===== src/include/tec_cfg.svh =====
// Register offsets, field positions, reset values and widths for the timer/event counter.
// Assumes an APB slave with 32-bit data, one register per aligned word.
`ifndef TEC_CFG_SVH
`define TEC_CFG_SVH
`define TEC_OFS_CTRL      12'h000
`define TEC_OFS_PRELOAD   12'h004
`define TEC_OFS_COUNT     12'h008
`define TEC_OFS_STATUS    12'h00C
`define TEC_OFS_IRQCTL    12'h010
`define TEC_OFS_SYSCTL    12'h014
`define TEC_CTRL_PSC_LSB  0
`define TEC_CTRL_EDGE_BIT 3
`define TEC_CTRL_RUN_BIT  4
`define TEC_CTRL_MODE_LSB 6
`define TEC_CTRL_RST      8'h00
`define TEC_CNT_WIDTH     8
`define TEC_SYNC_STAGES   2
`endif


===== src/include/tec_pkg.sv =====
// Types shared by the timer/event counter design files.
// Assumes the constants of tec_cfg.svh are included where numbers are needed.
package tec_pkg;
    typedef enum logic [1:0] {
        TEC_MODE_OFF   = 2'b00,
        TEC_MODE_EVENT = 2'b01,
        TEC_MODE_TIMER = 2'b10,
        TEC_MODE_PWC   = 2'b11
    } tec_mode_t;
    typedef enum logic [1:0] {
        TEC_PWC_IDLE,
        TEC_PWC_ARMED,
        TEC_PWC_MEASURE
    } tec_pwc_state_t;
endpackage : tec_pkg


===== src/rtl/tec_pin_sync.sv =====
// Two-stage synchroniser plus edge detector for the external count pin.
// Assumes the pin is asynchronous to i_clk; only the second stage feeds logic.
`timescale 1ns/10ps
module tec_pin_sync #(
    parameter int STAGES = 2
) (
    input  wire logic i_clk,
    input  wire logic i_nrst,
    input  wire logic i_pin,
    output logic      o_level,
    output logic      o_rise,
    output logic      o_fall
);
    logic [STAGES-1:0] sync;
    logic              last;

    if (STAGES < 2)
    begin : g_bad_stages
        $error("tec_pin_sync needs at least two stages");
    end

    // The pin idles high through its pull-high, so the chain resets high to avoid a false rise.
    always_ff @(posedge i_clk or negedge i_nrst)
    begin
        if (!i_nrst)
        begin
            sync <= '1;
            last <= 1'b1;
        end
        else
        begin
            sync <= {sync[STAGES-2:0], i_pin};
            last <= sync[STAGES-1];
        end
    end

    assign o_level = sync[STAGES-1];
    assign o_rise  = sync[STAGES-1] & ~last;
    assign o_fall  = ~sync[STAGES-1] & last;
endmodule : tec_pin_sync


===== src/rtl/tec_top.sv =====
// Timer/event counter with timer, event count and pulse width capture modes, APB registers.
// Assumes a single 100 MHz system clock; the count pin is asynchronous and synchronised here.
//
// Design decisions made here: the APB register port and the placing of the registers.
`timescale 1ns/10ps
`include "tec_cfg.svh"

// Functional notes
// Event and capture modes use the external pin.
// Software selects mode and sets pin input.
// Timer mode counts prescaled system clock.
// Timer overflow raises the timer interrupt.
// Capture counts clock only while pin qualifies.
// Pin changes act at next timer clock.
// Event edges treated as unsynchronised inputs.
// Counter read or preload write inhibits counting.
// Interrupt stays off unless software enables it.
// Software loads initial value before enabling.
// Run bit 4 starts and stops counter.
// Overflow sets flag; interrupt only if enabled.
// Overflow in power-down wakes regardless of enable.
// Event counting continues during power-down.
// Software sets flag before power-down to avoid wake.
// Mode pair: timer 10, event 01, capture 11.
// Edge bit low rising, high falling.
// Overflow reloads preload and keeps counting.
// Capture end clears run bit, ignores edges.
// Pin passes two-stage synchroniser first.
// Wake-up is a one-cycle overflow pulse.
module tec_top #(
    parameter int CNT_WIDTH = `TEC_CNT_WIDTH
) (
    input  wire logic        i_clk,
    input  wire logic        i_nrst,
    input  wire logic        i_psel,
    input  wire logic        i_penable,
    input  wire logic        i_pwrite,
    input  wire logic [11:0] i_paddr,
    input  wire logic [31:0] i_pwdata,
    output logic      [31:0] o_prdata,
    output logic             o_pready,
    output logic             o_pslverr,
    input  wire logic        i_external_count_pin,
    input  wire logic        i_power_down,
    output logic             o_irq,
    output logic             o_wakeup,
    output logic             o_pin_dir_in
);
    logic [7:0]             ctrl;
    logic [CNT_WIDTH-1:0]   preload;
    logic [CNT_WIDTH-1:0]   count;
    logic                   irq_flag;
    logic                   irq_en;
    logic                   pin_dir;
    logic                   wake;
    logic [6:0]             psc_cnt;
    tec_pkg::tec_pwc_state_t pwc_state;

    if (CNT_WIDTH < 2 || CNT_WIDTH > 32)
    begin : g_bad_width
        $error("tec_top CNT_WIDTH must be 2..32");
    end

    // Pin conditioning.
    wire pin_level;
    wire pin_rise;
    wire pin_fall;
    tec_pin_sync #(
        .STAGES (`TEC_SYNC_STAGES)
    ) u_sync (
        .i_clk   (i_clk),
        .i_nrst  (i_nrst),
        .i_pin   (i_external_count_pin),
        .o_level (pin_level),
        .o_rise  (pin_rise),
        .o_fall  (pin_fall)
    );

    // APB decode. Zero wait states: every access completes in its first access cycle.
    wire acc       = i_psel & i_penable;
    wire wr        = acc & i_pwrite;
    wire rd        = acc & ~i_pwrite;
    wire sel_ctrl  = i_paddr == `TEC_OFS_CTRL;
    wire sel_pre   = i_paddr == `TEC_OFS_PRELOAD;
    wire sel_cnt   = i_paddr == `TEC_OFS_COUNT;
    wire sel_stat  = i_paddr == `TEC_OFS_STATUS;
    wire sel_irq   = i_paddr == `TEC_OFS_IRQCTL;
    wire sel_sys   = i_paddr == `TEC_OFS_SYSCTL;
    wire mapped    = sel_ctrl | sel_pre | sel_cnt | sel_stat | sel_irq | sel_sys;

    // Control fields.
    wire [2:0] psc_sel  = ctrl[`TEC_CTRL_PSC_LSB +: 3];
    wire       edge_sel = ctrl[`TEC_CTRL_EDGE_BIT];
    wire       run      = ctrl[`TEC_CTRL_RUN_BIT];
    wire tec_pkg::tec_mode_t mode = tec_pkg::tec_mode_t'(ctrl[`TEC_CTRL_MODE_LSB +: 2]);

    // Prescaler tick: divide by 2**psc_sel. A counter read or preload write clears it too.
    wire [6:0] psc_mask  = 7'((8'h01 << psc_sel) - 8'h01);
    wire       psc_tick  = (psc_cnt & psc_mask) == 7'h00;
    wire       inhibit   = (rd & sel_cnt) | (wr & sel_pre);

    // Active edge for event mode, and leading/trailing edges for capture mode.
    wire ev_edge   = edge_sel ? pin_fall : pin_rise;
    wire pw_lead   = edge_sel ? pin_rise : pin_fall;
    wire pw_trail  = edge_sel ? pin_fall : pin_rise;
    wire pw_active = edge_sel ? pin_level : ~pin_level;

    wire measuring = pwc_state == tec_pkg::TEC_PWC_MEASURE;
    wire pwc_done  = run && (mode == tec_pkg::TEC_MODE_PWC) && measuring && pw_trail;

    // Count step per mode; pin activity only seen via the synchronised level.
    wire step_timer = (mode == tec_pkg::TEC_MODE_TIMER) & psc_tick;
    wire step_event = (mode == tec_pkg::TEC_MODE_EVENT) & ev_edge;
    wire step_pwc   = (mode == tec_pkg::TEC_MODE_PWC) & measuring & pw_active & psc_tick;
    wire step       = run & ~inhibit & (step_timer | step_event | step_pwc);
    wire overflow   = step & (count == {CNT_WIDTH{1'b1}});

    wire [CNT_WIDTH-1:0] next_count = overflow ? preload : count + 1'b1;

    wire [31:0] rd_mux =
        sel_ctrl ? {24'h000000, ctrl} :
        sel_pre  ? 32'(preload) :
        sel_cnt  ? 32'(count) :
        sel_stat ? {30'h00000000, measuring, irq_flag} :
        sel_irq  ? {31'h00000000, irq_en} :
        sel_sys  ? {31'h00000000, pin_dir} :
        32'h00000000;

    assign o_pready     = 1'b1;
    assign o_pslverr    = acc & ~mapped;
    assign o_irq        = irq_flag & irq_en;
    assign o_wakeup     = wake;
    assign o_pin_dir_in = pin_dir;

    always_ff @(posedge i_clk or negedge i_nrst)
    begin
        if (!i_nrst)
            psc_cnt <= 7'h00;
        else if (!(run && !inhibit))
            psc_cnt <= 7'h00;
        else
            psc_cnt <= psc_cnt + 7'h01;
    end

    // Software writes win over the auto clear for every field, run included.
    always_ff @(posedge i_clk or negedge i_nrst)
    begin
        if (!i_nrst)
            ctrl <= `TEC_CTRL_RST;
        else if (wr && sel_ctrl)
            ctrl <= i_pwdata[7:0];
        else if (pwc_done)
            ctrl[`TEC_CTRL_RUN_BIT] <= 1'b0;
    end

    always_ff @(posedge i_clk or negedge i_nrst)
    begin
        if (!i_nrst)
            pwc_state <= tec_pkg::TEC_PWC_IDLE;
        else if (!run || mode != tec_pkg::TEC_MODE_PWC)
            pwc_state <= tec_pkg::TEC_PWC_ARMED;
        else
        begin
            unique case (pwc_state)
                tec_pkg::TEC_PWC_IDLE:    pwc_state <= tec_pkg::TEC_PWC_ARMED;
                tec_pkg::TEC_PWC_ARMED:   if (pw_lead) pwc_state <= tec_pkg::TEC_PWC_MEASURE;
                tec_pkg::TEC_PWC_MEASURE: if (pw_trail) pwc_state <= tec_pkg::TEC_PWC_IDLE;
                default:                  pwc_state <= tec_pkg::TEC_PWC_IDLE;
            endcase
        end
    end

    // Counter and preload have no meaningful start value; software loads them first.
    always_ff @(posedge i_clk or negedge i_nrst)
    begin
        if (!i_nrst)
        begin
            preload <= '0;
            count   <= '0;
        end
        else
        begin
            if (wr && sel_pre)
                preload <= i_pwdata[CNT_WIDTH-1:0];
            if (wr && sel_cnt)
                count <= i_pwdata[CNT_WIDTH-1:0];
            else if (step)
                count <= next_count;
        end
    end

    // Overflow set wins over a software clear in the same cycle.
    always_ff @(posedge i_clk or negedge i_nrst)
    begin
        if (!i_nrst)
            irq_flag <= 1'b0;
        else if (overflow)
            irq_flag <= 1'b1;
        else if (wr && sel_stat)
            irq_flag <= i_pwdata[0];
    end

    always_ff @(posedge i_clk or negedge i_nrst)
    begin
        if (!i_nrst)
        begin
            irq_en  <= 1'b0;
            pin_dir <= 1'b0;
        end
        else
        begin
            if (wr && sel_irq)
                irq_en <= i_pwdata[0];
            if (wr && sel_sys)
                pin_dir <= i_pwdata[0];
        end
    end

    // A set flag suppresses the wake pulse, so software can block it before power-down.
    always_ff @(posedge i_clk or negedge i_nrst)
    begin
        if (!i_nrst)
            wake <= 1'b0;
        else
            wake <= overflow & i_power_down & ~irq_flag;
    end

    always_ff @(posedge i_clk or negedge i_nrst)
    begin
        if (!i_nrst)
            o_prdata <= 32'h00000000;
        else if (i_psel && !i_penable && !i_pwrite)
            o_prdata <= rd_mux;
    end
endmodule : tec_top


===== config.mk =====
export PLATFORM = sky130hd
export DESIGN_NAME = tec_top
export DESIGN_NICKNAME = d
export VERILOG_FILES = /design/src/include/tec_pkg.sv /design/src/rtl/tec_pin_sync.sv /design/src/rtl/tec_top.sv
export VERILOG_INCLUDE_DIRS = /design/src /design/src/include
export SDC_FILE = /design/constraint.sdc
export NUM_CORES = 1
export LEC_CHECK = 0
export ABC_AREA = 1
export BUFFER_PORTS_ARGS = -buffer_cell sky130_fd_sc_hd__buf_2
export CAP_MARGIN = 40
export CORE_UTILIZATION = 47
export DETAILED_ROUTE_END_ITERATION = 10
export PLACE_DENSITY_LB_ADDON = 0.2
export SLEW_MARGIN = 20
export SYNTH_ARGS = -nofsm -noshare
export SYNTH_HDL_FRONTEND = slang
export SYNTH_SLANG_ARGS = --single-unit

===== constraint.sdc =====
create_clock -name i_clk -period 1.5 [get_ports i_clk]
set_input_delay 0.075 -clock i_clk [delete_from_list [all_inputs] [get_ports i_clk]]
set_output_delay 0.075 -clock i_clk [all_outputs]
set_load 0.005 [all_outputs]

* After elaboration in Yosys (flattened, before gate mapping)
Cells that the tools add are included.
** Word-level totals
- Bits of input ports :: 51
- Word-level logic and storage cells :: 110
- Flip-flop bits (word level) :: 72
- Output and inout bits :: 37
** Operators by class
- Shift operators :: 1
- Mux-type cells :: 21
- Reduce and logical (&&, ||, !) cells :: 24
- Add/subtract/negate cells :: 3
- Bitwise operators :: 34
- Equality and inequality tests :: 14
** Operator list (number)
- 2-to-1 mux 8 bit :: 6
- == test 12 x 4 -> 1 bit, second input constant :: 2
- == test 12 x 5 -> 1 bit, second input constant :: 2
- AND 1 bit :: 19
- == test 12 x 3 -> 1 bit, second input constant :: 1
- logical AND 1 bit :: 12
- zero test 12 bit :: 1
- 2-to-1 mux 1 bit :: 9
- adder 8 x 1 -> 8 bit, second input constant :: 1
- == test 8 bit, second input constant :: 1
- 2-to-1 mux 2 bit :: 4
- OR 1 bit :: 8
- adder 7 x 1 -> 7 bit, second input constant :: 1
- AND 7 bit :: 1
- zero test 7 bit :: 1
- 2-to-1 mux 7 bit :: 1
- left shift 1 x 3 -> 7 bit, first input constant :: 1
- subtractor 7 x 1 -> 7 bit, second input constant :: 1
- == test 2 bit, second input constant :: 3
- inverter 1 bit :: 6
- case mux 2 bit (3 select lines) :: 1
- nonzero test 2 bit :: 3
- == test 2 x 1 -> 1 bit, second input constant :: 2
- zero test 1 bit :: 4
- other kinds (6) :: 6

* Longest topological paths before layout
Gate-level depths: netlist (run 1).
- Depth in word-level cells :: 12
- Mapped depth :: 14
- Gate-level depth less buffers :: 14

* Hierarchy
Synthesis (run 1) repeated with hierarchy kept, for this count alone.
** Unflattened totals
- Cells, all modules :: 426
- Area, all modules :: 3168.0 um^2
** Modules (own cells, without submodules)
- tec_top :: times used 1, cells each 419, seq. area each 1126.1 um^2, area each 3074.2 um^2
- tec_pin_sync :: times used 1, cells each 7, seq. area each 78.8 um^2, area each 93.8 um^2

* Least setup slack after synthesis (run 1)
No wires, ideal clock.
- Path kind :: register to register
- Start point :: register count[0]
- End point :: register count[5]
- Library setup time :: 0.116 ns
- Required time :: 1.384 ns
- Path slack :: -0.089 ns
- Clock period less this slack :: 1.589 ns
- Buffers on the path :: 0
- Data arrival time :: 1.473 ns
- Stages on the path, launching flop included :: 11
- Cells stage by stage :: dfrtp_1 ha_1 nand3_1 nor2_1 nand2_1 nor3_4 nand3_4 inv_2 nand2_1 nand3_1 nand2_1
** Between the ends
- Longest elaborated chain between the ends :: 5
- Elaborated cells on any way between the ends :: 6
- Classes of those cells :: add/sub (1); eq/ne (1); mux (3); bitwise (1)
** Ends and longest elaborated chain
- start: declaration :: RTL line tec_top.sv:51 : logic [CNT_WIDTH-1:0] count;
- start signal: assignment :: RTL line tec_top.sv:186 : count <= i_pwdata[CNT_WIDTH-1:0];
- start signal: assignment :: RTL line tec_top.sv:188 : count <= next_count;
- parallel branches: the longest is 2 deep, another holds adder 8 x 1 -> 8 bit
- 2-to-1 mux 8 bit * :: RTL line tec_top.sv:118 : wire [CNT_WIDTH-1:0] next_count = overflow ? preload : count + 1'b1;
- 2-to-1 mux 8 bit * :: RTL line tec_top.sv:187 : else if (step)
- 2-to-1 mux 8 bit * :: RTL line tec_top.sv:185 : if (wr && sel_cnt)
Every way passes the cells marked *. The select of a mux whose other input is x is not followed.
A chain may end at the register's enable or synchronous reset.

* Worst setup path in the final report (run 1)
- Start point :: register u_sync.last
- End point :: register count[7]
** Between the ends
- Longest elaborated chain between the ends :: 11
- Elaborated cells on any way between the ends :: 13
- Classes of those cells :: mux (4); bitwise (8); reduce/logical (1)
** Ends and longest elaborated chain
- start: declaration :: RTL line tec_pin_sync.sv:15 : logic last;
- start signal: assignment :: RTL line tec_pin_sync.sv:33 : last <= sync[STAGES-1];
- inverter 1 bit :: RTL line tec_pin_sync.sv:38 : assign o_rise = sync[STAGES-1] & ~last;
- AND 1 bit :: RTL line tec_pin_sync.sv:38
- 2-to-1 mux 1 bit * :: RTL line tec_top.sv:103 : wire ev_edge = edge_sel ? pin_fall : pin_rise;
- AND 1 bit * :: RTL line tec_top.sv:113 : wire step_event = (mode == tec_pkg::TEC_MODE_EVENT) & ev_edge;
- OR 1 bit * (2 in series) :: RTL line tec_top.sv:115 : wire step = run & ~inhibit & (step_timer | step_event | step_pwc);
- AND 1 bit * :: RTL line tec_top.sv:115
- AND 1 bit :: RTL line tec_top.sv:116 : wire overflow = step & (count == {CNT_WIDTH{1'b1}});
- 2-to-1 mux 8 bit :: RTL line tec_top.sv:118
- 2-to-1 mux 8 bit :: RTL line tec_top.sv:187
- 2-to-1 mux 8 bit :: RTL line tec_top.sv:185
Every way passes the cells marked *; elsewhere a longest branch is shown, timed or not. The select of a mux whose other input is x is not followed.

==> impl_metrics.toml, run 1 <==
[job]
cap_violations = 0

[logic_synthesis]
syn_avg_cell_area_sq_um = 7.76
synth_top_area_share_pct = 37.9
synth_edf_count = 0
synthTopCellsByCount = "nand2_1, inv_1, dfrtp_1"
synth.area.top_cells = "dfrtp_1, nand2_1, buf_4, inv_1, nand3_1"
ys_types = 36
async_flop_share_pct = 100
ys.warnings.count = 0
synth_seq_cells = 48
yosysSeqAreaShare_pct = 40.5
synth-main-ff-cell = "dfrtp_1"
synth_most_common_cell = "nand2_1"
synthCells = 383
yosysTopAreaCell = "dfrtp_1"
syn-cell-area_sq_mm = 0.00297

[layout]
drive_above_1_share_pct = 31.5
fin_nets = 516
diodes = 0
syn_to_final_growth_pct = 24.0
final_cells = 539
final_util_pct = 61.2

[global_route]
antenna_found_initial = 0
grt_max_degree = 20
top_usage_layer = "met2"
grt-ovfl-total = 0
met1_usage_pct = 27.9
met3_usage_pct = 3.33
grt_usage_pct = 21.8
grt_pass1_wl_mm = 10.9
grt_pass1_vias = 2430
use_met2_pct = 38.7

[die]
fp-row-count = 28
die_area_sq_mm = 0.00664
chipWidth_um = 81.5
pin_count = 88
core-area_sq_mm = 0.00603
start_util_pct = 49.3
die_h_um = 81.5

[timing]
finalMaxSlewViolations = 0
timing.final.ws_setup_ns = -0.177
finalSetupViolCount = 10
skew_ns = 0.00678
rsz0062_at_grt = "yes"
fmax_mhz = 596
period_share_pct = 112
min_period_ns = 1.68
hold_viol_final = 0

[setup_path]
crit_arrival_ns = 1.87
cp_slowest_stage_delay_ns = 0.57
worstPathRequired_ns = 1.69
cp-start-kind = "flip-flop"
r2r_end = "count[7]$_DFFE_PN0P_"
crit_type = "reg -> reg"
crit_buf_inv = 1
rrSetupSlack_ns = -0.18
cp_max_fo = 8
rr_worst_depth = 8
worstPathCellList = "mux2i_4 > a21oi_2 > nor2_4 > nand3_4 > inv_4 > nand2_2 > nand3_2 > nand2_1"
r2r-start = "u_sync.last$_DFF_PN1_"
worst_setup_path_end_kind = "flip-flop"
crit_family = "flip-flops"
cp_slowest_cell = "dfstp_2"

[cts]
cts.sinks = 48
clock_latency_ns = 0.30
cts-root-buf = "clkbuf_8"
clk_pin_slew_ns = 0.09
cts_buffer_depth = 2
htreeDepth = 2
cts_tree = "built"
numCtsBuffers = 5

[min_path]
hold_class = "in -> reg"
whs_endpoint = "o_wakeup$_DFF_PN0_"
hp-start = "i_power_down"
holdPathStages = 2

[routing]
detail_route.iter0.violations = 122
first_pass_iters = 4
avgViaCountPerCell = 4.86
ant_nets = 0
wl_per_cell_um = 12.4
drc_errors = 0
routed_wl_mm = 6.67
vias = 2620

[place]
dp_hpwl_mm = 5.18
dp.cells = 523
io_buffers = 38
place.gp.congestion = 0.823

[power]
p_comb_share_pct = 6.9
pwr_density_cell_mw_per_mm2 = 669
seqPwrFrac_pct = 53.0
pwr-share-clk_pct = 40.1
p_sw_share_pct = 22.5
ir_drop_v = 0.000645
p_leak_nw = 1.94
p_switching_mw = 0.555
p_int_mw = 1.91

[status]
violations = "setup timing"
status = "finished, violations left"
## kinds of logic (layout without fill, tap and decap cells)
logic type	Yosys count	after routing	share of synthesized area (%)
buf+inv	83	141	13.9
xor+xnor	8	8	2.36
fa+ha+maj	2	2	0.842
compound gates	49	49	10.7
other cells	2	25	0.253
mux	1	1	0.463
simple gates	190	190	31.0
flops	48	48	40.5
## through the flow
stage               setup WS, ns  TNS [ns]  hold slack (ns)  power [mW]  cell area, sq um
CTS                       -0.153     -1.15           0.0229        2.49              3590
global route              -0.277     -2.30           0.0228        2.57              3680
global placement          -0.112    -0.732           0.0360        1.49              3390
finish                    -0.177     -1.23           0.0290        2.46              3680
detailed placement        -0.161     -1.05           0.0363        1.49              3390
floorplan                -0.0804    -0.310           -0.221        1.44              3070
## state kept, by name (all words and copies together), names as in the netlist
name	flops
count	8
ctrl	8
o_prdata	8
preload	8
psc_cnt	7
pwc_state	2
u_sync.sync	2
irq_en	1
irq_flag	1
o_pin_dir_in	1
o_wakeup	1
u_sync.last	1
## cell usage in the layout, fill, tap and decap left out, types with 6 or more instances in the layout
cell type and n:
dfrtp_1 45, o21ai_1 6, clkbuf_8 6, nor2_1 20, nor3_1 8, inv_1 49, o21ai_2 9, buf_2 38
nand3_2 7, nand2_2 13, nand2_1 99, conb_1 25, xor2_1 8, nand3_1 17, o21ai_0 16, buf_4 37
## power groups by stage
stage / Combinational (mW) / Sequential [mW] / Clock [mW]
final: 0.171 / 1.31 / 0.987
after floorplan: 0.112 / 1.33 / 0
after CTS: 0.172 / 1.31 / 1.02
after global routing: 0.197 / 1.31 / 1.07
after global placement: 0.160 / 1.33 / 0
after detailed placement: 0.163 / 1.33 / 0
## final cells by class
| type | instances | area, sq um |
|---|---|---|
| Inverter | 55 | 216 |
| Tap cell | 75 | 93.8 |
| Fill cell | 562 | 2340 |
| Clock inverter | 2 | 38.8 |
| Clock buffer | 6 | 82.6 |
| Multi-Input combinational cell | 275 | 1550 |
| Sequential cell | 48 | 1200 |
| Timing Repair Buffer | 78 | 499 |
## timing repair
action	in CTS	in global routing
hold endpoints to repair	15	0
pin swaps	9	5
gates resized for setup	9	20
hold buffers	2	0
setup buffers	4	2
setup endpoints to repair	9	11
## worst max path at each step
stage,endpoint,startpoint,depth (start not counted)
floorplan,count[5]$_DFFE_PN0P_,count[0]$_DFFE_PN0P_,10
global placement,count[5]$_DFFE_PN0P_,u_sync.sync[1]$_DFF_PN1_,11
detailed placement,count[5]$_DFFE_PN0P_,u_sync.sync[1]$_DFF_PN1_,11
CTS,count[7]$_DFFE_PN0P_,u_sync.last$_DFF_PN1_,8
global route,count[7]$_DFFE_PN0P_,count[0]$_DFFE_PN0P_,10
finish,count[7]$_DFFE_PN0P_,u_sync.last$_DFF_PN1_,8
## per-layer routing
metal  routed length (um)  vias up  part of all wire [%]
li1                     -     1323                     -
met1                 2970     1216                    45
met2                 3280       75                    49
met3                  370        6                   5.5
met4                   53        0                  0.79
met5                    0        -                     0
No activity file was read; power rests on OpenSTA's default activity.
==> run 2: changes to the inputs <==
CORE_UTILIZATION = 52   (was 47)
RECOVER_POWER = 100   (was default)
clock period = 1.8 ns   (was 1.5 ns; I/O delays follow)
==> impl_metrics.toml, run 2 (synthesis results as in run 1) <==
[status]
status = "finished, final reports clean"

[die]
start_util_pct = 54.0
fp-row-count = 27
core-area_sq_mm = 0.00551
chipWidth_um = 77.6
die_area_sq_mm = 0.00602
die_h_um = 77.6
pin_count = 88

[layout]
drive_above_1_share_pct = 21.0
fin_nets = 490
n_fill_cell = 530
syn_to_final_growth_pct = 11.9
diodes = 0
most-common-layout-cells = "nand2_1, inv_1, dfrtp_1"
final_common_cell = "nand2_1"

[setup_path]
worstPathRequired_ns = 2.00
cp_slowest_cell = "dfrtp_1"
crit_arrival_ns = 1.96
worst_setup_path_end_kind = "flip-flop"
crit_type = "reg -> reg"
cp_max_fo = 8
cp-start-kind = "flip-flop"
rrSetupSlack_ns = 0.04
critPathMostFrequentCell = "nand2_1"
worstPathCellList = "ha_2 > nand3_2 > nor2_2 > nand2_2 > nor3_4 > nand3_4 > nand2_1 > nand3_1 > nand2_1 > nand2_1"
cp_slowest_stage_delay_ns = 0.36

[job]
cap_violations = 0

[power]
pwr_density_cell_mw_per_mm2 = 594
p_leak_nw = 1.73
ir_drop_v = 0.000685
power_mw = 1.98

[place]
pre_cts_slack_ns = 0.0749
io_buffers = 38
place.gp.congestion = 0.860
dp_hpwl_mm = 4.83

[routing]
vias = 2531
first_pass_iters = 4
avgViaCountPerCell = 4.96
wl_per_cell_um = 12.1
routed_wl_mm = 6.18
ant_nets = 0
drc_errors = 0
detail_route.iter0.violations = 125

[cts]
clk_pin_slew_ns = 0.08
numCtsBuffers = 5
htreeDepth = 2
cts.sinks = 48
cts_setup_buffers = 0
cts-root-buf = "clkbuf_8"
cts_tree = "built"
cts_buffer_depth = 2
clock_latency_ns = 0.30

[timing]
min_period_ns = 1.76
skew_ns = 0.00479
relSlewSlack_pct = 37.9
finalSetupViolCount = 0
rsz0062_at_grt = "yes"
fmax_mhz = 569
finalMaxSlewViolations = 0
timing.final.ws_setup_ns = 0.0441
worst_pin_slew_ns = 0.931
period_share_pct = 97.6
hold_viol_final = 0

[min_path]
hold_class = "in -> reg"

[global_route]
grt_pass1_wl_mm = 10.7
grt_max_degree = 19
grt-ovfl-total = 0
grt_usage_pct = 22.7
antenna_found_initial = 0
grt_pass1_vias = 2428
[run 2: changes by cell type in the layout (fill, tap and decap cells not counted), sizes merged]
cell    delta
clkbuf     +9
buf       -35
[run 2: worst paths after layout]
check,from,to,depth (start not counted)
max,count[1]$_DFFE_PN0P_,count[3]$_DFFE_PN0P_,10
min,i_power_down,o_wakeup$_DFF_PN0_,2
max reg2reg,count[1]$_DFFE_PN0P_,count[3]$_DFFE_PN0P_,10
min reg2reg,u_sync.sync[0]$_DFF_PN1_,u_sync.sync[1]$_DFF_PN1_,0
max in group asynchronous,i_nrst,pwc_state[1]$_DFFE_PN0P_,3
min in group asynchronous,i_nrst,ctrl[3]$_DFFE_PN0P_,2
[run 2: through the flow]
stage               setup TNS, ns  cell area (sq um)  cells  hold WS, ns  utilization, %
CTS                             0               3350    510       0.0276            60.9
detailed placement              0               3230    500       0.0367            58.6
global route               -0.527               3330    510       0.0275            60.4
finish                          0               3330    510       0.0339            60.4
floorplan                       0               3060    406       -0.206               -
global placement                0               3230    500       0.0387            58.6
[run 2: worst max-delay path, delay by kind of cell, from the launching register on]
family	cells	cell delay [ns]
adder cells (fa/ha/maj)	1	0.20
AND/OR/NAND/NOR	9	1.08
flip-flops	1	0.36
[run 2: power by group]
group          switching (mW)  total, mW  internal (mW)
Combinational          0.0835      0.124         0.0402
Clock                   0.353      0.765          0.412
Sequential            0.00316       1.09           1.08
[run 2: layer usage]
metal  wire (um)  vias up  track usage, %
li1            -     1277               -
met1        2810     1163            29.3
met2        2980       80            37.9
met3         285       11            4.24
met4         108        0            8.49
met5           0        -               0
[run 2: layout make-up]
type | instances | area [sq um] | area share, %
Timing Repair Buffer | 52 | 279 | 8.39
Multi-Input combinational cell | 275 | 1430 | 43.1
Inverter | 55 | 211 | 6.36
Clock inverter | 2 | 35.0 | 1.05
Clock buffer | 6 | 72.6 | 2.18
Sequential cell | 48 | 1200 | 36.2
Tap cell | 72 | 90.1 | 2.71
[run 2: timing repair]
item                                   4_1_cts  5_1_grt
setup endpoints to repair                    0        6
hold buffers                                 2        0
endpoints found under the hold margin       15        0
resized for setup                            0       11
